==> src/core/timer16_consts.vh <==
`ifndef TIMER16_CONSTS_VH
`define TIMER16_CONSTS_VH
// register byte addresses (one aligned word each)
`define T16_ADDR_CTRL_ONE 8'h00
`define T16_ADDR_CTRL_TWO 8'h04
`define T16_ADDR_STATUS 8'h08
`define T16_ADDR_CNT_HI 8'h0C
`define T16_ADDR_CNT_LO 8'h10
`define T16_ADDR_ACNT_HI 8'h14
`define T16_ADDR_ACNT_LO 8'h18
`define T16_ADDR_CAP1_HI 8'h1C
`define T16_ADDR_CAP1_LO 8'h20
`define T16_ADDR_CAP2_HI 8'h24
`define T16_ADDR_CAP2_LO 8'h28
`define T16_ADDR_PINS 8'h2C
// control_reg_one fields
`define T16_C1_CAPTURE_IRQ_EN 7
`define T16_C1_OVERFLOW_IRQ_EN 5
`define T16_C1_CAPTURE_EDGE_ONE 1
// control_reg_two fields
`define T16_C2_ONE_PULSE 4
`define T16_C2_PWM 3
`define T16_C2_CLK_SEL_HI 2
`define T16_C2_CLK_SEL_LO 1
`define T16_C2_EXT_EDGE 0
`define T16_C2_CAPTURE_EDGE_TWO 5
// status fields
`define T16_SR_CAPTURE_ONE 7
`define T16_SR_CAPTURE_TWO 4
`define T16_SR_OVERFLOW 5
// counter reload / reset value
`define T16_RELOAD_VALUE 16'hFFFC
// prescaler divide ratios
`define T16_DIV2 4'h2
`define T16_DIV4 4'h4
`define T16_DIV8 4'h8
// least falling cpu edges between external active edges
`define T16_EXT_MIN_EDGES 3'h4
`endif

==> src/core/timer16_counter_capture.v <==
// Overview of operation
// - timer tick is cpu clock divided by 2, 4 or 8 per clock-select bits
// - both clock-select bits set selects the external clock pin
// - external-edge select bit picks which external transition advances counter
// - external counting syncs to cpu falling edge; source spaces edges four apart
// - writing either counter low byte reloads counter with FFFC
// - reset value of counter is FFFC, the only reload value
// - alternate counter view, its low write reloads; its low read never clears overflow
// - high byte read buffers low byte until low byte is read
// - lone low byte read after complete sequence returns live low byte
// - counter wrap from FFFF to 0000 sets overflow flag in every mode
// - overflow interrupt only with enable and global permission; stays pending
// - overflow clears after status read with flag set then main low access
// - counter runs in wait, freezes in halt, resumes held count
// - active capture edge copies counter into capture register, sets flag
// - channel two edge bit in control two, channel one in control one
// - one capture enable requests interrupt for either channel, pending otherwise
// - capture flag clears after status read then its low byte access
// - capture high read blocks captures and flag until low byte read
// - capture registers read-only, hold latest captured count
// - in one-pulse or pwm operation only capture channel two captures
// - capture pins always feed capture logic, even when driven as output
// - unbonded timer input reads as logic one
//
// The register addresses and the AXI4-Lite interface to the registers were left to the implementer.
`timescale 1ns/1ns
`include "timer16_consts.vh"
module timer16_counter_capture #(
   parameter EXT_CLK_BONDED = 1,
   parameter CAP_ONE_BONDED = 1,
   parameter CAP_TWO_BONDED = 1
) (
   input wire clk_i,
   input wire rstn_i,
   input wire [7:0] s_axi_awaddr,
   input wire s_axi_awvalid,
   output wire s_axi_awready,
   input wire [31:0] s_axi_wdata,
   input wire [3:0] s_axi_wstrb,
   input wire s_axi_wvalid,
   output wire s_axi_wready,
   output reg [1:0] s_axi_bresp,
   output reg s_axi_bvalid,
   input wire s_axi_bready,
   input wire [7:0] s_axi_araddr,
   input wire s_axi_arvalid,
   output wire s_axi_arready,
   output reg [31:0] s_axi_rdata,
   output reg [1:0] s_axi_rresp,
   output reg s_axi_rvalid,
   input wire s_axi_rready,
   input wire ext_timer_clock_pin_i,
   input wire capture_pin_one_i,
   input wire capture_pin_two_i,
   input wire global_irq_permit_i,
   input wire halt_mode_i,
   output wire timer_irq_o
);

////////////////////////////////////////////////////////////////////////////////
// pin conditioning
// an unbonded capture pin idles high like its edge register, so it never captures
wire ext_pin = EXT_CLK_BONDED ? ext_timer_clock_pin_i : 1'b1;
wire cap1_pin = CAP_ONE_BONDED ? capture_pin_one_i : 1'b1;
wire cap2_pin = CAP_TWO_BONDED ? capture_pin_two_i : 1'b1;

reg [7:0] control_reg_one;
reg [7:0] control_reg_two;
reg [15:0] count_value;
reg [7:0] low_buf_reg;
reg low_held_reg;
reg [15:0] cap1_reg;
reg [15:0] cap2_reg;
reg cap1_block_reg;
reg cap2_block_reg;
reg overflow_flag;
reg capture_flag_one;
reg capture_flag_two;
reg ovf_armed_reg;
reg cap1_armed_reg;
reg cap2_armed_reg;

wire [1:0] timer_clock_select = {control_reg_two[`T16_C2_CLK_SEL_HI],
   control_reg_two[`T16_C2_CLK_SEL_LO]};
wire ext_edge_select = control_reg_two[`T16_C2_EXT_EDGE];
wire capture_edge_one = control_reg_one[`T16_C1_CAPTURE_EDGE_ONE];
wire capture_edge_two = control_reg_two[`T16_C2_CAPTURE_EDGE_TWO];
wire one_pulse_operation = control_reg_two[`T16_C2_ONE_PULSE] |
   control_reg_two[`T16_C2_PWM];

////////////////////////////////////////////////////////////////////////////////
// bus handshake: write taken when address and data both present
// address and data may arrive in either order; each is parked until its partner
reg aw_held_reg;
reg w_held_reg;
reg [7:0] aw_addr_reg;
reg [31:0] w_data_reg;
assign s_axi_awready = !aw_held_reg && !s_axi_bvalid;
assign s_axi_wready = !w_held_reg && !s_axi_bvalid;
wire aw_now = aw_held_reg | (s_axi_awvalid & s_axi_awready);
wire w_now = w_held_reg | (s_axi_wvalid & s_axi_wready);
wire [7:0] wr_addr = aw_held_reg ? aw_addr_reg : s_axi_awaddr;
wire [31:0] wr_data = w_held_reg ? w_data_reg : s_axi_wdata;
wire wr_fire = aw_now & w_now & !s_axi_bvalid;
wire wr_lane0 = w_held_reg ? 1'b1 : s_axi_wstrb[0];
reg wr_strb0_reg;
// a write without lane 0 is answered but changes nothing
wire wr_en = wr_fire & (w_held_reg ? wr_strb0_reg : wr_lane0);
assign s_axi_arready = !s_axi_rvalid;
wire rd_fire = s_axi_arvalid & s_axi_arready;
wire [7:0] rd_addr = s_axi_araddr;

// misaligned or past the last register: refused with slverr
function addr_known;
   input [7:0] a;
   begin
      addr_known = (a[1:0] == 2'b00) && (a <= `T16_ADDR_PINS);
   end
endfunction

// one-cycle strobe on the transition picked by the select bit
function edge_hit;
   input rising_sel;
   input now_lvl;
   input was_lvl;
   begin
      edge_hit = rising_sel ? (now_lvl & !was_lvl) : (!now_lvl & was_lvl);
   end
endfunction

always @(posedge clk_i or negedge rstn_i) begin
   if (!rstn_i) begin
      aw_held_reg <= 1'b0;
      w_held_reg <= 1'b0;
      aw_addr_reg <= 8'h00;
      w_data_reg <= 32'h00000000;
      wr_strb0_reg <= 1'b0;
      s_axi_bvalid <= 1'b0;
      s_axi_bresp <= 2'b00;
   end else begin
      if (wr_fire) begin
         aw_held_reg <= 1'b0;
         w_held_reg <= 1'b0;
         s_axi_bvalid <= 1'b1;
         s_axi_bresp <= addr_known(wr_addr) ? 2'b00 : 2'b10;
      end else begin
         if (s_axi_awvalid && s_axi_awready) begin
            aw_held_reg <= 1'b1;
            aw_addr_reg <= s_axi_awaddr;
         end
         if (s_axi_wvalid && s_axi_wready) begin
            w_held_reg <= 1'b1;
            w_data_reg <= s_axi_wdata;
            wr_strb0_reg <= s_axi_wstrb[0];
         end
         if (s_axi_bvalid && s_axi_bready)
            s_axi_bvalid <= 1'b0;
      end
   end
end

////////////////////////////////////////////////////////////////////////////////
// access strobes
wire wr_c1 = wr_en && wr_addr == `T16_ADDR_CTRL_ONE;
wire wr_c2 = wr_en && wr_addr == `T16_ADDR_CTRL_TWO;
wire wr_cnt_lo = wr_en && wr_addr == `T16_ADDR_CNT_LO;
wire wr_acnt_lo = wr_en && wr_addr == `T16_ADDR_ACNT_LO;
wire wr_cap1_lo = wr_en && wr_addr == `T16_ADDR_CAP1_LO;
wire wr_cap2_lo = wr_en && wr_addr == `T16_ADDR_CAP2_LO;
wire rd_sr = rd_fire && rd_addr == `T16_ADDR_STATUS;
// either high view opens the shared low-byte buffer
wire rd_cnt_hi = rd_fire && (rd_addr == `T16_ADDR_CNT_HI || rd_addr == `T16_ADDR_ACNT_HI);
wire rd_cnt_lo = rd_fire && rd_addr == `T16_ADDR_CNT_LO;
wire rd_any_lo = rd_fire && (rd_addr == `T16_ADDR_CNT_LO || rd_addr == `T16_ADDR_ACNT_LO);
wire rd_cap1_hi = rd_fire && rd_addr == `T16_ADDR_CAP1_HI;
wire rd_cap1_lo = rd_fire && rd_addr == `T16_ADDR_CAP1_LO;
wire rd_cap2_hi = rd_fire && rd_addr == `T16_ADDR_CAP2_HI;
wire rd_cap2_lo = rd_fire && rd_addr == `T16_ADDR_CAP2_LO;

////////////////////////////////////////////////////////////////////////////////
// prescaler as enable pulses, no derived clock
// divider restarts on reload and halt, so each new period is a full one
reg [2:0] presc_reg;
wire [3:0] div_sel = (timer_clock_select == 2'b00) ? `T16_DIV2 :
   (timer_clock_select == 2'b01) ? `T16_DIV4 : `T16_DIV8;
wire presc_tick = (presc_reg == div_sel[2:0] - 3'd1) ||
   (div_sel == `T16_DIV8 && presc_reg == 3'd7);
wire use_ext = (timer_clock_select == 2'b11);

// external pin sampled on falling cpu edge, then edge detected
reg ext_fall_reg;
reg ext_s1_reg;
reg ext_s2_reg;
reg [2:0] ext_gap_reg;
always @(negedge clk_i or negedge rstn_i) begin
   if (!rstn_i)
      ext_fall_reg <= 1'b0;
   else
      ext_fall_reg <= ext_pin;
end
wire ext_edge = edge_hit(ext_edge_select, ext_s1_reg, ext_s2_reg);
// edges closer than the minimum spacing are dropped rather than double counted
wire ext_tick = ext_edge && (ext_gap_reg >= `T16_EXT_MIN_EDGES - 3'd1);

// wait mode needs no input: the counter simply keeps running
wire run = !halt_mode_i;
wire tick = run && (use_ext ? ext_tick : presc_tick);
wire reload = wr_cnt_lo | wr_acnt_lo;

always @(posedge clk_i or negedge rstn_i) begin
   if (!rstn_i) begin
      presc_reg <= 3'd0;
      ext_s1_reg <= 1'b0;
      ext_s2_reg <= 1'b0;
      ext_gap_reg <= 3'd0;
      count_value <= `T16_RELOAD_VALUE;
   end else begin
      ext_s1_reg <= ext_fall_reg;
      ext_s2_reg <= ext_s1_reg;
      if (ext_edge)
         ext_gap_reg <= 3'd0;
      else if (ext_gap_reg != 3'd7)
         ext_gap_reg <= ext_gap_reg + 3'd1;
      if (reload || !run || presc_tick)
         presc_reg <= 3'd0;
      else
         presc_reg <= presc_reg + 3'd1;
      if (reload)
         count_value <= `T16_RELOAD_VALUE;
      else if (tick)
         count_value <= count_value + 16'h0001;
   end
end
wire wrap = tick && !reload && (count_value == 16'hFFFF);

////////////////////////////////////////////////////////////////////////////////
// capture edges; pins sampled regardless of pin direction
reg cap1_d_reg;
reg cap2_d_reg;
wire cap1_edge = edge_hit(capture_edge_one, cap1_pin, cap1_d_reg);
wire cap2_edge = edge_hit(capture_edge_two, cap2_pin, cap2_d_reg);
// one-pulse and pwm own channel one's pin, so only channel two may capture
wire cap1_allowed = !cap1_block_reg && !one_pulse_operation;
wire cap2_allowed = !cap2_block_reg;
wire cap1_go = cap1_edge && cap1_allowed;
wire cap2_go = cap2_edge && cap2_allowed;

////////////////////////////////////////////////////////////////////////////////
// registers, flags, two-step clears
always @(posedge clk_i or negedge rstn_i) begin
   if (!rstn_i) begin
      control_reg_one <= 8'h00;
      control_reg_two <= 8'h00;
      low_buf_reg <= 8'h00;
      low_held_reg <= 1'b0;
      cap1_reg <= 16'h0000;
      cap2_reg <= 16'h0000;
      cap1_block_reg <= 1'b0;
      cap2_block_reg <= 1'b0;
      overflow_flag <= 1'b0;
      capture_flag_one <= 1'b0;
      capture_flag_two <= 1'b0;
      ovf_armed_reg <= 1'b0;
      cap1_armed_reg <= 1'b0;
      cap2_armed_reg <= 1'b0;
      cap1_d_reg <= 1'b1;
      cap2_d_reg <= 1'b1;
   end else begin
      cap1_d_reg <= cap1_pin;
      cap2_d_reg <= cap2_pin;
      if (wr_c1)
         control_reg_one <= wr_data[7:0];
      if (wr_c2)
         control_reg_two <= wr_data[7:0];
      // first high read fixes buffer; repeats leave it alone
      if (rd_cnt_hi && !low_held_reg) begin
         low_buf_reg <= count_value[7:0];
         low_held_reg <= 1'b1;
      end else if (rd_any_lo) begin
         low_held_reg <= 1'b0;
      end
      // status read arms clear; the set always beats the clear
      if (rd_sr)
         ovf_armed_reg <= overflow_flag;
      else if (rd_cnt_lo || wr_cnt_lo)
         ovf_armed_reg <= 1'b0;
      if (wrap)
         overflow_flag <= 1'b1;
      else if (ovf_armed_reg && (rd_cnt_lo || wr_cnt_lo))
         overflow_flag <= 1'b0;
      if (rd_sr)
         cap1_armed_reg <= capture_flag_one;
      else if (rd_cap1_lo || wr_cap1_lo)
         cap1_armed_reg <= 1'b0;
      if (rd_sr)
         cap2_armed_reg <= capture_flag_two;
      else if (rd_cap2_lo || wr_cap2_lo)
         cap2_armed_reg <= 1'b0;
      if (rd_cap1_hi)
         cap1_block_reg <= 1'b1;
      else if (rd_cap1_lo)
         cap1_block_reg <= 1'b0;
      if (rd_cap2_hi)
         cap2_block_reg <= 1'b1;
      else if (rd_cap2_lo)
         cap2_block_reg <= 1'b0;
      if (cap1_go) begin
         cap1_reg <= count_value;
         capture_flag_one <= 1'b1;
      end else if (cap1_armed_reg && (rd_cap1_lo || wr_cap1_lo)) begin
         capture_flag_one <= 1'b0;
      end
      if (cap2_go) begin
         cap2_reg <= count_value;
         capture_flag_two <= 1'b1;
      end else if (cap2_armed_reg && (rd_cap2_lo || wr_cap2_lo)) begin
         capture_flag_two <= 1'b0;
      end
   end
end

////////////////////////////////////////////////////////////////////////////////
// interrupt request: pending flags gated by enables and global permission
// flags stay set while masked, so the request appears once permission returns
wire ovf_pending = control_reg_one[`T16_C1_OVERFLOW_IRQ_EN] && overflow_flag;
wire cap_pending = control_reg_one[`T16_C1_CAPTURE_IRQ_EN] &&
   (capture_flag_one || capture_flag_two);
assign timer_irq_o = global_irq_permit_i && (ovf_pending || cap_pending);

////////////////////////////////////////////////////////////////////////////////
// read data
reg [7:0] status_byte;
always @* begin
   status_byte = 8'h00;
   status_byte[`T16_SR_CAPTURE_ONE] = capture_flag_one;
   status_byte[`T16_SR_OVERFLOW] = overflow_flag;
   status_byte[`T16_SR_CAPTURE_TWO] = capture_flag_two;
end

// byte latched at the taking edge, so later counting cannot tear it
reg [7:0] rd_byte;
always @* begin
   case (rd_addr)
      `T16_ADDR_CTRL_ONE: rd_byte = control_reg_one;
      `T16_ADDR_CTRL_TWO: rd_byte = control_reg_two;
      `T16_ADDR_STATUS: rd_byte = status_byte;
      `T16_ADDR_CNT_HI: rd_byte = count_value[15:8];
      `T16_ADDR_ACNT_HI: rd_byte = count_value[15:8];
      `T16_ADDR_CNT_LO: rd_byte = low_held_reg ? low_buf_reg : count_value[7:0];
      `T16_ADDR_ACNT_LO: rd_byte = low_held_reg ? low_buf_reg : count_value[7:0];
      `T16_ADDR_CAP1_HI: rd_byte = cap1_reg[15:8];
      `T16_ADDR_CAP1_LO: rd_byte = cap1_reg[7:0];
      `T16_ADDR_CAP2_HI: rd_byte = cap2_reg[15:8];
      `T16_ADDR_CAP2_LO: rd_byte = cap2_reg[7:0];
      `T16_ADDR_PINS: rd_byte = {5'h00, ext_pin, cap2_pin, cap1_pin};
      default: rd_byte = 8'h00;
   endcase
end

always @(posedge clk_i or negedge rstn_i) begin
   if (!rstn_i) begin
      s_axi_rvalid <= 1'b0;
      s_axi_rdata <= 32'h00000000;
      s_axi_rresp <= 2'b00;
   end else if (rd_fire) begin
      s_axi_rvalid <= 1'b1;
      s_axi_rdata <= {24'h000000, rd_byte};
      s_axi_rresp <= addr_known(rd_addr) ? 2'b00 : 2'b10;
   end else if (s_axi_rready) begin
      s_axi_rvalid <= 1'b0;
   end
end

endmodule // timer16_counter_capture

==> config.mk <==
export PLATFORM = sky130hd
export DESIGN_NAME = timer16_counter_capture
export DESIGN_NICKNAME = d
export VERILOG_FILES = /design/src/core/timer16_counter_capture.v
export VERILOG_INCLUDE_DIRS = /design/src /design/src/core
export SDC_FILE = /design/constraint.sdc
export NUM_CORES = 1
export LEC_CHECK = 0
export BUFFER_PORTS_ARGS = -buffer_cell sky130_fd_sc_hd__buf_2
export CAP_MARGIN = 20
export CORE_AREA = 2 2 134 149
export CTS_CLUSTER_SIZE = 14
export DETAILED_ROUTE_END_ITERATION = 12
export DIE_AREA = 0 0 136 151
export PLACE_DENSITY = 0.59
export REMOVE_ABC_BUFFERS = 1
export SYNTH_ARGS = -nofsm -noshare
export SYNTH_HDL_FRONTEND = slang
export SYNTH_SLANG_ARGS = --single-unit
==> constraint.sdc <==
create_clock -name clk_i -period 5.16 [get_ports clk_i]
set_input_delay 0.258 -clock clk_i [delete_from_list [all_inputs] [get_ports clk_i]]
set_output_delay 0.258 -clock clk_i [all_outputs]
set_load 0.02 [all_outputs]
## Word-level counts from Yosys, hierarchy flattened

Cells that the tools add are included.

| cells by class | value |
|---|---|
| reduce and logical (&&, ||, !) cells | 86 |
| muxes and demuxes | 44 |
| $add $sub $neg | 4 |
| bitwise operators | 17 |
| magnitude comparators | 3 |
| equality and inequality tests | 23 |

Operators by type and width:

| cell | number |
|---|---|
| 8-bit one-hot mux with 10 select lines | 1 |
| 8-bit by 5-bit equality test with 1-bit output, second input constant | 6 |
| 8-bit by 6-bit equality test with 1-bit output, second input constant | 6 |
| 1-bit logical AND | 36 |
| 16-bit 2-to-1 mux | 2 |
| 1-bit 2-to-1 mux | 31 |
| 2-bit nonzero test | 15 |
| 8-bit 2-to-1 mux | 3 |
| 16-bit by 1-bit adder with 16-bit output, second input constant | 1 |
| 16-bit equality test, second input constant | 1 |
| 8-bit by 3-bit equality test with 1-bit output, second input constant | 2 |
| 8-bit by 4-bit equality test with 1-bit output, second input constant | 2 |
| 8-bit by 6-bit <= comparator with 1-bit output, second input constant | 2 |
| 1-bit zero test | 16 |
| 8-bit zero test | 2 |
| 1-bit bitwise AND | 12 |
| 1-bit logical OR | 10 |
| 3-bit 2-to-1 mux | 3 |
| 4-bit 2-to-1 mux | 2 |
| 3-bit by 1-bit adder with 3-bit output, second input constant | 2 |
| 2-bit zero test | 3 |
| 4-bit equality test, second input constant | 1 |
| 2-bit 2-to-1 mux | 2 |
| 1-bit OR | 4 |
| other kinds (10) | 12 |

| word-level totals | value |
|---|---|
| register bits | 125 |
| output and inout bits | 42 |
| word-level logic and storage cells | 209 |

## Logic depth before layout (Yosys ltp)

| logic depth | value |
|---|---|
| word-level depth | 13 |
| gate-level depth with buffers | 8 |

==> impl_metrics.ini <==
[timing]
finalHoldViolations = 0
worst_pin_slew_ps = 1120
slew_viol_final = 0
slew_headroom = 0.256
finalSetupTns_ps = 0
setup_slack_ps = 1920
rsz0062_at_grt = no
finalSetupViolCount = 0
skew_ps = 22.6

[synth]
ys_ff_latch = 123
seq_area_frac_synth = 0.476
synth_top_area_share = 0.407
syn_avg_cell_area_um2 = 11.2
synth-edff-count = 0
synth.area.top_cells = dfrtp_1 41%, mux2_2 15%, dfstp_2 6.5%, buf_4 3.2%, mux2i_1 2.6%
synth_top_flop_cell = dfrtp_1
syn_area_um2 = 6510
synthCells = 583
synthArstFlopShare = 1.00
ys_warn_count = 0
netlist.top_cell.by_area = dfrtp_1
synth_cell_types = 71

[routing]
wl_per_cell_um = 18.2
drtPass1Iterations = 4
routed_wl_um = 16200
post-route-drc-count = 0
vias = 4725
drtIter0Drc = 283
via_per_inst = 5.29
final_antenna_net_count = 0

[placed_design]
gp_congestion = 0.877
port_buffers = 52
dpl-instance-area_um2 = 6880
place_ws_ps = 2000
place_hpwl_um = 11600

[global_routing]
grt_pass1_vias = 4621
grt_first_pass_wirelength_um = 25600
grt_max_degree = 44
antenna_found_initial = 1
grt_use_total = 0.166
overflow = 0

[layout]
finish.utilization = 0.396
drive_above_1_share = 0.323
diodes = 0
area_delta_synth_final_pct = 15.2
final_area_um2 = 7500
fin_nets = 704
num-fill-cells = 1806

[pwr]
p_seq_frac = 0.454
power.switching_mw = 1.14
p_leak_nw = 3.25
p_int_mw = 2.45
pwr-share-comb = 0.232
irDropWorstVdd_mv = 0.178
powerDensity_nw_per_um2 = 480
switching_share = 0.318
finalPower_mw = 3.60
p_clk_frac = 0.314

[worst_setup_path]
cp.required_ps = 3160
crit_path_max_incr_delay_ps = 520
crit_slowest_cell = dlygate4sd3_1
crit_chain = dlygate4sd3_1 -> buf_4
worstPathArrival_ps = 1250
worstSetupEndpointType = async pin
critical-path-top-delay-family = buffers and inverters
crit_buf_inv = 2
critical_path_class = in2async
cp_max_fo = 42
crit_path_start_kind = primary input

[cts]
cts_resized = 0
htree_levels = 4
clkTransAtPathRegs_ps = 50
clkSinkCount = 123
clk_path_buf_depth = 2
cts_root_buf = clkbuf_16
cts_tree = done
cts_buffers = 17
clock_latency_ps = 420

[die]
die_h_um = 151
initial_core_util = 0.343
io_pins = 106
core_um2 = 19000
fp.dieW_um = 136
die_area_um2 = 20500
placementRows = 53

[flow_run]
cap_violations = 0

[status]
outcome = finished clean

[worst_hold_path]
min_path_type = in2reg
==> area by class of cell <==
cell class                 instances  area [um2]  share of cell area
clock buffer                      24         462              0.0616
inverter                          10        37.5             0.00500
clock inverter                     8        95.1              0.0127
multi-input combinational        417        3130               0.418
sequential                       123        3100               0.413
tap                              247         309              0.0412
timing repair buffer              65         368              0.0490
==> metal layers <==
layer	GRT usage	part of all wire	up-vias
li1	-	-	2200
met1	0.214	0.45	2367
met2	0.269	0.48	138
met3	0.0455	0.049	20
met4	0.0531	0.020	0
met5	0	0	-
==> cells in the mapped netlist (all sizes together), types with 6 or more instances <==
| library cell | number |
|---|---|
| and3 | 9 |
| a22oi | 6 |
| nand2 | 40 |
| mux2 | 85 |
| mux2i | 17 |
| inv | 10 |
| a21oi | 12 |
| nor4 | 9 |
| nor3 | 11 |
| dfrtp | 106 |
| nand3 | 17 |
| ha | 6 |
| nor2 | 32 |
| and4 | 6 |
| dfstp | 16 |
| xnor2 | 9 |
| a31oi | 9 |
| clkbuf | 18 |
| buf | 40 |
| a22o | 7 |
| o21ai | 28 |
==> worst paths after layout <==
| check | from | end | slack (ps) | cells past startpoint |
|---|---|---|---|---|
| setup reg to reg | ext_fall_reg$_DFF_NN0_ | ext_s1_reg$_DFF_PN0_ | 2160 | 0 |
| min in group asynchronous | rstn_i | s_axi_bresp[1]$_DFFE_PN0P_ | 340 | 2 |
| setup / recovery | rstn_i | ext_fall_reg$_DFF_NN0_ | 1920 | 2 |
| hold reg to reg | ext_s1_reg$_DFF_PN0_ | ext_s2_reg$_DFF_PN0_ | 400 | 0 |
| max in group clk_i | ext_fall_reg$_DFF_NN0_ | ext_s1_reg$_DFF_PN0_ | 2160 | 0 |
| hold / removal | s_axi_wdata[1] | w_data_reg[1]$_DFFE_PN0P_ | 80 | 2 |
==> through the flow <==
stage,hold WS [ps],instances
floorplan,-37.6,550
global placement,254,854
detailed placement,277,855
CTS,63.3,892
global route,73.3,894
finish,83.3,894
==> cell families (layout without fill, tap and decap cells) <==
family / count (synthesis) / count (layout) / share of synthesized area
AOI/OAI and AO/OA: 108 / 108 / 0.121
buffers and inverters: 68 / 107 / 0.0582
DFF: 123 / 123 / 0.476
and+or+nand+nor: 163 / 163 / 0.141
muxes: 103 / 103 / 0.177
xor gates and xnor gates: 11 / 11 / 0.0148
adders and majority gates: 6 / 6 / 0.0115
other: 1 / 26 / 0.000576
==> placed cells by master (no fill, tap or decap), drive strengths merged, types with 5 or more instances in the layout <==
master | netlist | routed
nor3 | 11 | 11
a31oi | 9 | 9
a21oi | 12 | 12
a311oi | 5 | 5
o21ai | 28 | 28
conb | 1 | 26
and3 | 9 | 9
nand2b | 5 | 5
nor2 | 32 | 32
xnor2 | 9 | 9
dlygate4sd3 | 0 | 5
buf | 40 | 60
nand2 | 40 | 40
inv | 10 | 10
mux2i | 17 | 17
clkbuf | 18 | 24
or4 | 5 | 5
and4 | 6 | 6
nor4 | 9 | 9
a22o | 7 | 7
and2 | 5 | 5
dfrtp | 106 | 106
dfstp | 16 | 16
a22oi | 6 | 6
mux2 | 85 | 85
ha | 6 | 6
nand3 | 17 | 17
==> what timing repair did <==
action / CTS / global route
hold endpoints to repair: 44 / 0
setup buffers: 0 / 0
hold buffers: 5 / 0
==> power by group through the flow <==
stage                     clock [mW]  sequential [mW]  combinational [mW]
final                           1.13             1.63               0.835
after global routing            1.21             1.68               0.930
after CTS                       1.15             1.63               0.843
after detailed placement           0             1.65               0.833
after global placement             0             1.62               0.799
after floorplan                    0             1.53               0.635
Note: power is estimated with default switching activity, not from simulation.
